--- config.mk ---
export PLATFORM = sky130hd
export DESIGN_NAME = ttt_timer
export DESIGN_NICKNAME = d
export VERILOG_FILES = /design/src/pkg/ttt_pkg.sv /design/src/logic/ttt_tick.sv /design/src/logic/ttt_timer.sv
export VERILOG_INCLUDE_DIRS = /design/src /design/src/pkg
export SDC_FILE = /design/constraint.sdc
export NUM_CORES = 1
export LEC_CHECK = 0
export BUFFER_PORTS_ARGS = -buffer_cell sky130_fd_sc_hd__buf_2
export CAP_MARGIN = 15
export CORE_MARGIN = 5
export CORE_UTILIZATION = 50
export DETAILED_ROUTE_END_ITERATION = 6
export MAX_ROUTING_LAYER = met4
export PLACE_DENSITY = 0.71
export REMOVE_ABC_BUFFERS = 1
export SETUP_SLACK_MARGIN = 0.2
export SYNTH_ARGS = -nofsm -noshare
export SYNTH_HDL_FRONTEND = slang
export SYNTH_HIERARCHICAL = 1
export SYNTH_SLANG_ARGS = --single-unit
--- constraint.sdc ---
create_clock -name clk -period 4.9 [get_ports clk]
set_input_delay 0.49 -clock clk [delete_from_list [all_inputs] [get_ports clk]]
set_output_delay 0.49 -clock clk [all_outputs]
set_load 0.005 [all_outputs]
--- src/pkg/ttt_cfg.svh ---
// Constants of the test timeout timer
`ifndef TTT_CFG_SVH
`define TTT_CFG_SVH
`define TTT_DUR_MIN 7'h01
`define TTT_DUR_MAX 7'h78
`define TTT_DUR_RST 7'h0A
`define TTT_CLK_HZ 10000000
`define TTT_MINUTE_S 60
`define TTT_MINUTE_CYC (`TTT_CLK_HZ * `TTT_MINUTE_S)
`define TTT_DIG_ONES 2'h0
`define TTT_DIG_TENS 2'h1
`define TTT_DIG_HUNS 2'h2
`endif

--- src/pkg/ttt_pkg.sv ---
// Types of the test timeout timer
package ttt_pkg;
  typedef enum logic [2:0] {
    TTT_IDLE = 3'b001,
    TTT_TIMED = 3'b010,
    TTT_MANUAL = 3'b100
  } ttt_state_type;
  typedef logic [1:0] ttt_digit_type;
endpackage

--- src/logic/ttt_tick.sv ---
// Minute tick generator
`timescale 1ns/1ps
`default_nettype none
module ttt_tick #(
  parameter int unsigned CYCLES = 600000000
) (
  input wire logic clk,
  input wire logic rst,
  output logic tick
);
  logic [31:0] cnt_q;

  always_ff @(posedge clk or posedge rst) begin
    if (rst) begin
      cnt_q <= 32'h00000000;
      tick <= 1'b0;
    end else if (cnt_q >= CYCLES - 1) begin
      cnt_q <= 32'h00000000;
      tick <= 1'b1;
    end else begin
      cnt_q <= cnt_q + 32'h00000001;
      tick <= 1'b0;
    end
  end
endmodule
`default_nettype wire

--- src/logic/ttt_timer.sv ---
// Test timeout supervisor with duration editor
// Overview of operation
// RQ1: Timeout on: tests end after duration
// RQ2: Timeout off: only manual stop ends test
// RQ3: Duration is 1 to 120 minutes
// RQ4: Duration used only when timeout on
// RQ5: Cursor commands select edited digit
// RQ6: Increment raises selected digit by one
// RQ7: Decrement lowers selected digit by one
// RQ8: Store commits pending value; else unchanged
// RQ9: Remote units should enable timeout; the timer has no remote units and takes timeout only from the timeout_en input
// RQ10: Minute counter loaded, decremented, ends test
// RQ11: Pending value clamped to 1..120
`include "ttt_cfg.svh"
`timescale 1ns/1ps
`default_nettype none
module ttt_timer import ttt_pkg::*; #(
  parameter int unsigned MINUTE_CYC = `TTT_MINUTE_CYC
) (
  input wire logic clk,
  input wire logic rst,
  input wire logic timeout_en,
  input wire logic test_start,
  input wire logic manual_stop,
  input wire logic cur_left,
  input wire logic cur_right,
  input wire logic dig_up,
  input wire logic dig_down,
  input wire logic store,
  output logic test_active,
  output logic test_end,
  output logic [6:0] active_dur,
  output logic [6:0] pending_dur,
  output logic [1:0] cursor,
  output logic [6:0] minutes_left
);
  ttt_state_type state_q;
  logic tick;
  logic [6:0] edit_v;

  function automatic logic [6:0] digit_step(input logic [6:0] v, input logic [1:0] d,
                                            input logic up);
    logic [8:0] w;
    logic [8:0] s;
    logic [8:0] r;
    w = {2'h0, v};
    s = (d == `TTT_DIG_ONES) ? 9'h001 : (d == `TTT_DIG_TENS) ? 9'h00A : 9'h064;
    r = up ? w + s : ((w > s) ? w - s : 9'h000);
    if (r < {2'h0, `TTT_DUR_MIN}) begin
      r = {2'h0, `TTT_DUR_MIN}; // [RQ11]
    end else if (r > {2'h0, `TTT_DUR_MAX}) begin
      r = {2'h0, `TTT_DUR_MAX}; // [RQ11]
    end
    return r[6:0];
  endfunction

  ttt_tick #(.CYCLES(MINUTE_CYC)) u_tick (
    .clk(clk),
    .rst(rst),
    .tick(tick)
  );

  always_comb begin
    edit_v = pending_dur;
    if (dig_up) begin
      edit_v = digit_step(pending_dur, cursor, 1'b1); // [RQ6] [RQ3]
    end else if (dig_down) begin
      edit_v = digit_step(pending_dur, cursor, 1'b0); // [RQ7] [RQ3]
    end
  end

  // Cursor selects ones, tens or hundreds digit
  always_ff @(posedge clk or posedge rst) begin
    if (rst) begin
      cursor <= `TTT_DIG_ONES;
    end else if (cur_left && cursor != `TTT_DIG_HUNS) begin
      cursor <= cursor + 2'h1; // [RQ5]
    end else if (cur_right && cursor != `TTT_DIG_ONES) begin
      cursor <= cursor - 2'h1; // [RQ5]
    end
  end

  always_ff @(posedge clk or posedge rst) begin
    if (rst) begin
      pending_dur <= `TTT_DUR_RST;
    end else begin
      pending_dur <= edit_v;
    end
  end

  always_ff @(posedge clk or posedge rst) begin
    if (rst) begin
      active_dur <= `TTT_DUR_RST;
    end else if (store) begin
      active_dur <= edit_v; // [RQ8]
    end
  end

  always_ff @(posedge clk or posedge rst) begin
    if (rst) begin
      state_q <= TTT_IDLE;
      minutes_left <= 7'h00;
      test_end <= 1'b0;
    end else begin
      test_end <= 1'b0;
      case (state_q)
        TTT_IDLE: begin
          if (test_start && timeout_en) begin
            state_q <= TTT_TIMED; // [RQ1] [RQ4]
            minutes_left <= active_dur; // [RQ10]
          end else if (test_start) begin
            state_q <= TTT_MANUAL; // [RQ2] [RQ4]
          end
        end
        TTT_TIMED: begin
          if (manual_stop) begin
            state_q <= TTT_IDLE;
            test_end <= 1'b1;
          end else if (tick) begin
            minutes_left <= minutes_left - 7'h01; // [RQ10]
            if (minutes_left == 7'h01) begin
              state_q <= TTT_IDLE; // [RQ1]
              test_end <= 1'b1; // [RQ10]
            end
          end
        end
        TTT_MANUAL: begin
          if (manual_stop) begin
            state_q <= TTT_IDLE; // [RQ2]
            test_end <= 1'b1;
          end
        end
        default: state_q <= TTT_IDLE;
      endcase
    end
  end

  always_ff @(posedge clk or posedge rst) begin
    if (rst) begin
      test_active <= 1'b0;
    end else begin
      test_active <= (state_q != TTT_IDLE);
    end
  end
endmodule
`default_nettype wire

* Word level (Yosys, flattened, before mapping) *
Index checks and enable logic that the tools add are counted.

storage, ports and cells
  register bits after elaboration = 61
  logic and storage cells = 73
  input port bits = 10
  output and inout bits = 25

cells by class
  add/subtract/negate cells = 6
  order comparisons = 6
  muxes and demuxes = 29
  equality and inequality tests = 14
  reductions and logical operators = 9

operator list
  kind                                                                 number
  2-to-1 mux 7 bit                                                     11
  adder 32 x 1 -> 32 bit, second input constant                        1
  greater-or-equal comparator 32 x 30 -> 1 bit, second input constant  1
  2-to-1 mux 32 bit                                                    1
  2-to-1 mux 3 bit                                                     6
  one-hot mux 7 bit (2 select lines)                                   1
  > comparator 9 x 7 -> 1 bit, second input constant                   1
  < comparator 9 x 1 -> 1 bit, second input constant                   1
  2-to-1 mux 9 bit                                                     1
  one-hot mux 3 bit (3 select lines)                                   1
  adder 7 x 7 -> 8 bit                                                 1
  > comparator 8 x 7 -> 1 bit, second input constant                   1
  < comparator 8 x 1 -> 1 bit, second input constant                   1
  != test 2 bit, second input constant                                 4
  AND reduction 4 bit                                                  2
  subtractor 7 x 7 -> 8 bit                                            1
  equality test 7 x 1 -> 1 bit, second input constant                  1
  > comparator 7 bit                                                   1
  subtractor 7 x 1 -> 7 bit, second input constant                     1
  != test 3 bit, second input constant                                 2
  nonzero test 2 bit                                                   3
  2-to-1 mux 1 bit                                                     5
  2-to-1 mux 2 bit                                                     2
  equality test 3 x 1 -> 1 bit, second input constant                  1
  11 further kinds                                                     13

* Logic depth before layout (Yosys ltp) *
  word-level depth = 10
  depth in mapped cells = 13

* By module *
The synthesis kept the hierarchy.

modules (own cells, without submodules)
  module     area an instance (um^2)  instances  cells each  sequential area each (um^2)
  ttt_timer  2,298.5                  1          268         706.9
  ttt_tick   1,736.7                  1          176         825.8

* Least setup slack after synthesis *
Ideal clock, no wire load.

  path type = register to register
  start = register cursor[1]
  end = register active_dur[2]
  path buffers = 0
  setup slack = 1.469 ns
  cell stages (with the launch flop) = 13
  arrival time = 3.288 ns
  period minus slack after synthesis = 3.431 ns
  setup time = 0.143 ns
  required time = 4.757 ns
  cell sequence = dfrtp_1 > inv_1 > ha_1 > and2_1 > fa_1 > nor2b_1 > o21a_1 > or4b_1 > a2111o_1 > nor3b_4 > a221o_1 > o211ai_2 > a31oi_1

on the way
  cells in the longest elaborated chain, start to end = 10

ends and longest elaborated chain
  element                                                          line             source
  from (decl)                                                      ttt_timer.sv:34  output logic [1:0] cursor,
  from (signal assigned)                                           ttt_timer.sv:75  cursor <= `TTT_DIG_ONES;
  from (signal assigned)                                           ttt_timer.sv:77  cursor <= cursor + 2'h1;
  from (signal assigned)                                           ttt_timer.sv:79  cursor <= cursor - 2'h1;
  equality test 2 x 1 -> 1 bit (no line)                           n/a
  2-to-1 mux 7 bit                                                 ttt_timer.sv:47  s = (d == `TTT_DIG_ONES) ? 9'h001 : (d == `TTT_DIG_TENS) ? 9'h00A : 9'h064;
  2-to-1 mux 7 bit *                                               ttt_timer.sv:47
  subtractor 7 x 7 -> 8 bit or > comparator 7 bit (tied branches)  ttt_timer.sv:48  r = up ? w + s : ((w > s) ? w - s : 9'h000);
  2-to-1 mux 9 bit                                                 ttt_timer.sv:48
  > comparator 9 x 7 -> 1 bit                                      ttt_timer.sv:51  end else if (r > {2'h0, `TTT_DUR_MAX}) begin
  2-to-1 mux 7 bit                                                 ttt_timer.sv:51
  2-to-1 mux 7 bit                                                 ttt_timer.sv:49  if (r < {2'h0, `TTT_DUR_MIN}) begin
  2-to-1 mux 7 bit                                                 ttt_timer.sv:67  end else if (dig_down) begin
  2-to-1 mux 7 bit *                                               ttt_timer.sv:65  if (dig_up) begin
  to (signal assigned)                                             ttt_timer.sv:93  active_dur <= `TTT_DUR_RST;
  to (signal assigned)                                             ttt_timer.sv:95  active_dur <= edit_v;
  to (decl)                                                        ttt_timer.sv:32  output logic [6:0] active_dur,

Mark *: on every way between the ends. The rest lies on a longest branch, timed or not.
A chain may end at the register's enable or synchronous reset.

* Worst setup path after layout *
Ends and elaborated chain as after synthesis.

==> results.md <==
* Switching Power at 1.25 mW
* Sequential power share at 0.265
* Crit path DAT at 3.86 ns
* Synth warn at 6
* Initial Util at 0.517
* R2R cell count at 12
* Worst-path cell with the longest stage delay: fa_1
* Wire length on met1 at approximately 3900 um
* Crit path launch type: flop
* Pint at ~1.7 mW
* Crit Path Max Fanout at 6
* Combinational share of power at 0.543
* Pleak at between 1.5 and 2 nW
* Worst Hold Class: in -> async
* Setup Fix Bufs, Post-CTS at 0
* Critical path data required time at approximately 5.1 ns
* Worst slew pin tran at around 0.74 ns
* R2r setup slk at 1.25 ns
* Final WS setup at 1.25 ns
* Sequential area share after synthesis at 0.380
* GPL Wtd Cong at roughly 0.9
* Number of H-tree levels at 3
* Per-cell routed wire length at 15.5 um
* Placed cells at 565
* HPWL Detailed at 6690 um
* WL met2 at 4490 um
* Filler cells at 700
* Synth Register Bits at 61
* Die Area at between 9000 and 10000 um2
* Initial antenna violation count at 0
* Num rows at 32
* Vias at 3416
* Via density at 5.87
* Reg2reg end: active_dur[2]
* Post-Synth XOR/XNOR Area at 0.0456
* Vias in the first global route at 3234
* Port Buffer Count at 34
* RSZ-0062 raised after global routing: false
* Final setup fails at 0
* Simple-gate share of the synthesized area at 0.238
* CTS tree: built
* Post-Synth Adder-Cell Area at 0.0657
* GRT overflow at 0
* Largest family of logic cells by synthesized area: simple AND/OR/NAND/NOR gates
* Complex-gate fraction of the synthesized area at 0.199
* Fmax at 274 MHz
* Sink Count at 61
* Net Sw Frac at 0.430
* Post-Syn Area at 4040 um2
* Total CTS buffers at 9
* Setup crit start: cursor[1]
* Width of the die at ~100 um
* Final TNS setup at 0 ns
* # hold bufs at CTS at 0
* Area growth from synthesis to final layout at 12.3%
* Clock tree buffer depth at 2
* Post-synthesis mux area share at 0.0167
* Core Box Area at 7810 um2
* Post-synth cell types at 67
* Ratio of final minimum period to clock period at 0.745
* Met3 wire len at 431 um
* Io pins at 35
* Worst relative slew slack at 0.510
* Clk_lat worst skew at 0.34 ns
* Largest net degree at the start of global routing at 34
* Total global routing track utilization at 0.194
* Pre-antenna DRT Iters at 4
* Routed wire length at roughly 9000 um
* Post-Layout Cell Count at about 580
* Clock power frac at 0.193
* Total power at 2.90 mW
* Post-CTS sizing at 0
* Cell count after synthesis at 444
* Average cell area after synthesis at 9.09 um2
* Peak VDD IR at 0.267 mV
* CP cell instances: inv_1 > ha_1 > and2_1 > fa_1 > nor2b_1 > o21a_1 > or4b_1 > a2111o_1 > nor3b_4 > a221o_1 > o211ai_2 > a31oi_1
* Clock-pin slew on the worst setup and hold paths at 0.07 ns
* Number of routed nets with antenna violations at 0
* RR Startpoint: cursor[1]
* DRC violations left at 0
* First-pass GRT wire length at 15200 um
* Top FF cell, synth: dfrtp_1
* Slew Viols, Final at 0
* Setup CP Type: reg -> reg
* Max_cap viols at 0
* Pwr per Cell Area at roughly 640 nW/um2
* Clock skew at 0.0121 ns
* Nets at between 500 and 600
* Crit-path max cell delay at 0.47 ns
* Crit end category: flop
* Highest routed layer: met4
* Initial drt markers at 170
* DP Worst Slack at 1.24 ns
* Run status: complete, no violations
* Layout cells sized above 1 at 0.173
* Ys async rst share at 1.00
* Antenna diodes at 0
* EDFF count, synth at 0
* Final Hold Fails at 0
* Die height at 99.8 um
* Root Driver: clkbuf_8
* Final min period at 3.65 ns
[critical path, delay by kind of cell, from the launching register on]
kind            cells  cell delay, ns
compound gates      5            1.22
simple gates        4            1.01
fa+ha+maj           2            0.72
flops               1            0.43
buf+inv             1            0.15
[registers in the layout (all words and copies together) (netlist names)]
| register | cells |
|---|---|
| u_tick/tick | 1 |
| u_tick/cnt_q | 32 |
| active_dur | 7 |
| minutes_left | 7 |
| test_active | 1 |
| state_q | 3 |
| test_end | 1 |
| cursor | 2 |
| pending_dur | 7 |
[per-stage QoR]
| stage | hold WS (ns) | utilization | area [um2] |
|---|---|---|---|
| 6_report | 0.104 | 0.580 | 4530 |
| 3_3_place_gp | 0.507 | 0.544 | 4250 |
| 5_1_grt | 0.113 | 0.580 | 4530 |
| 4_1_cts | 0.233 | 0.577 | 4500 |
| 3_5_place_dp | 0.502 | 0.544 | 4250 |
| 2_1_floorplan | 0.482 | - | 3930 |
[cell usage after synthesis (all sizes together), types with 9 or more instances]
cell type	instances	share of area
a21oi	34	0.046
a31oi	9	0.014
buf	10	0.019
dfrtp	56	0.35
ha	18	0.056
inv	30	0.028
nand2	31	0.029
nand3	19	0.024
nor2	31	0.029
nor2b	10	0.016
nor3	12	0.015
o21ai	24	0.030
o31ai	10	0.022
or3	11	0.019
or4	11	0.020
xnor2	13	0.028
[worst max-delay path by stage]
stage / slack (ns) / endpoint / cells after the start
global route: 1.06 / active_dur[2] / 12
detailed placement: 1.24 / active_dur[2] / 12
floorplan: 1.47 / active_dur[2] / 12
finish: 1.25 / active_dur[2] / 12
CTS: 1.24 / active_dur[2] / 12
global placement: 1.35 / active_dur[2] / 12
[final cells by class]
class	count	area, um2	area share
Inverter	30	113	0.0249
Sequential cell	61	1530	0.338
Timing Repair Buffer	37	213	0.0469
Clock buffer	11	151	0.0334
Tap cell	102	128	0.0282
Multi-Input combinational cell	336	2290	0.505
Clock inverter	5	106	0.0235
[cell usage in the layout, fill, tap and decap left out, types with 10 or more instances in the layout]
cell type and count:
inv_1 30, o21ai_0 23, clkbuf_8 11, xnor2_1 13, nor2b_1 10, a21oi_1 30, or4_1 11, nor3_1 12
nand2_1 31, buf_2 34, ha_1 18, nand3_1 19, nor2_1 31, dfrtp_1 56
[kinds of logic after synthesis]
| family | count (synthesis) |
|---|---|
| buf+inv | 48 |
| simple gates | 172 |
| flops | 61 |
| mux | 6 |
| xor+xnor | 21 |
| other cells | 1 |
| compound gates | 115 |
| fa+ha+maj | 20 |
[per-layer routing]
| metal | global-route usage | vias to the layer above |
|---|---|---|
| met5 | - | - |
| met4 | 0.0809 | 0 |
| met3 | 0.0431 | 18 |
| met2 | 0.313 | 66 |
| met1 | 0.237 | 1650 |
| li1 | - | 1682 |
[power groups by stage]
stage | sequential [mW] | clock, mW | combinational (mW)
floorplan | 0.745 | 0 | 1.16
global placement | 0.773 | 0 | 1.52
detailed placement | 0.779 | 0 | 1.56
CTS | 0.769 | 0.574 | 1.57
global route | 0.785 | 0.601 | 1.74
finish | 0.768 | 0.559 | 1.58
(Power assumes the default switching activity.)
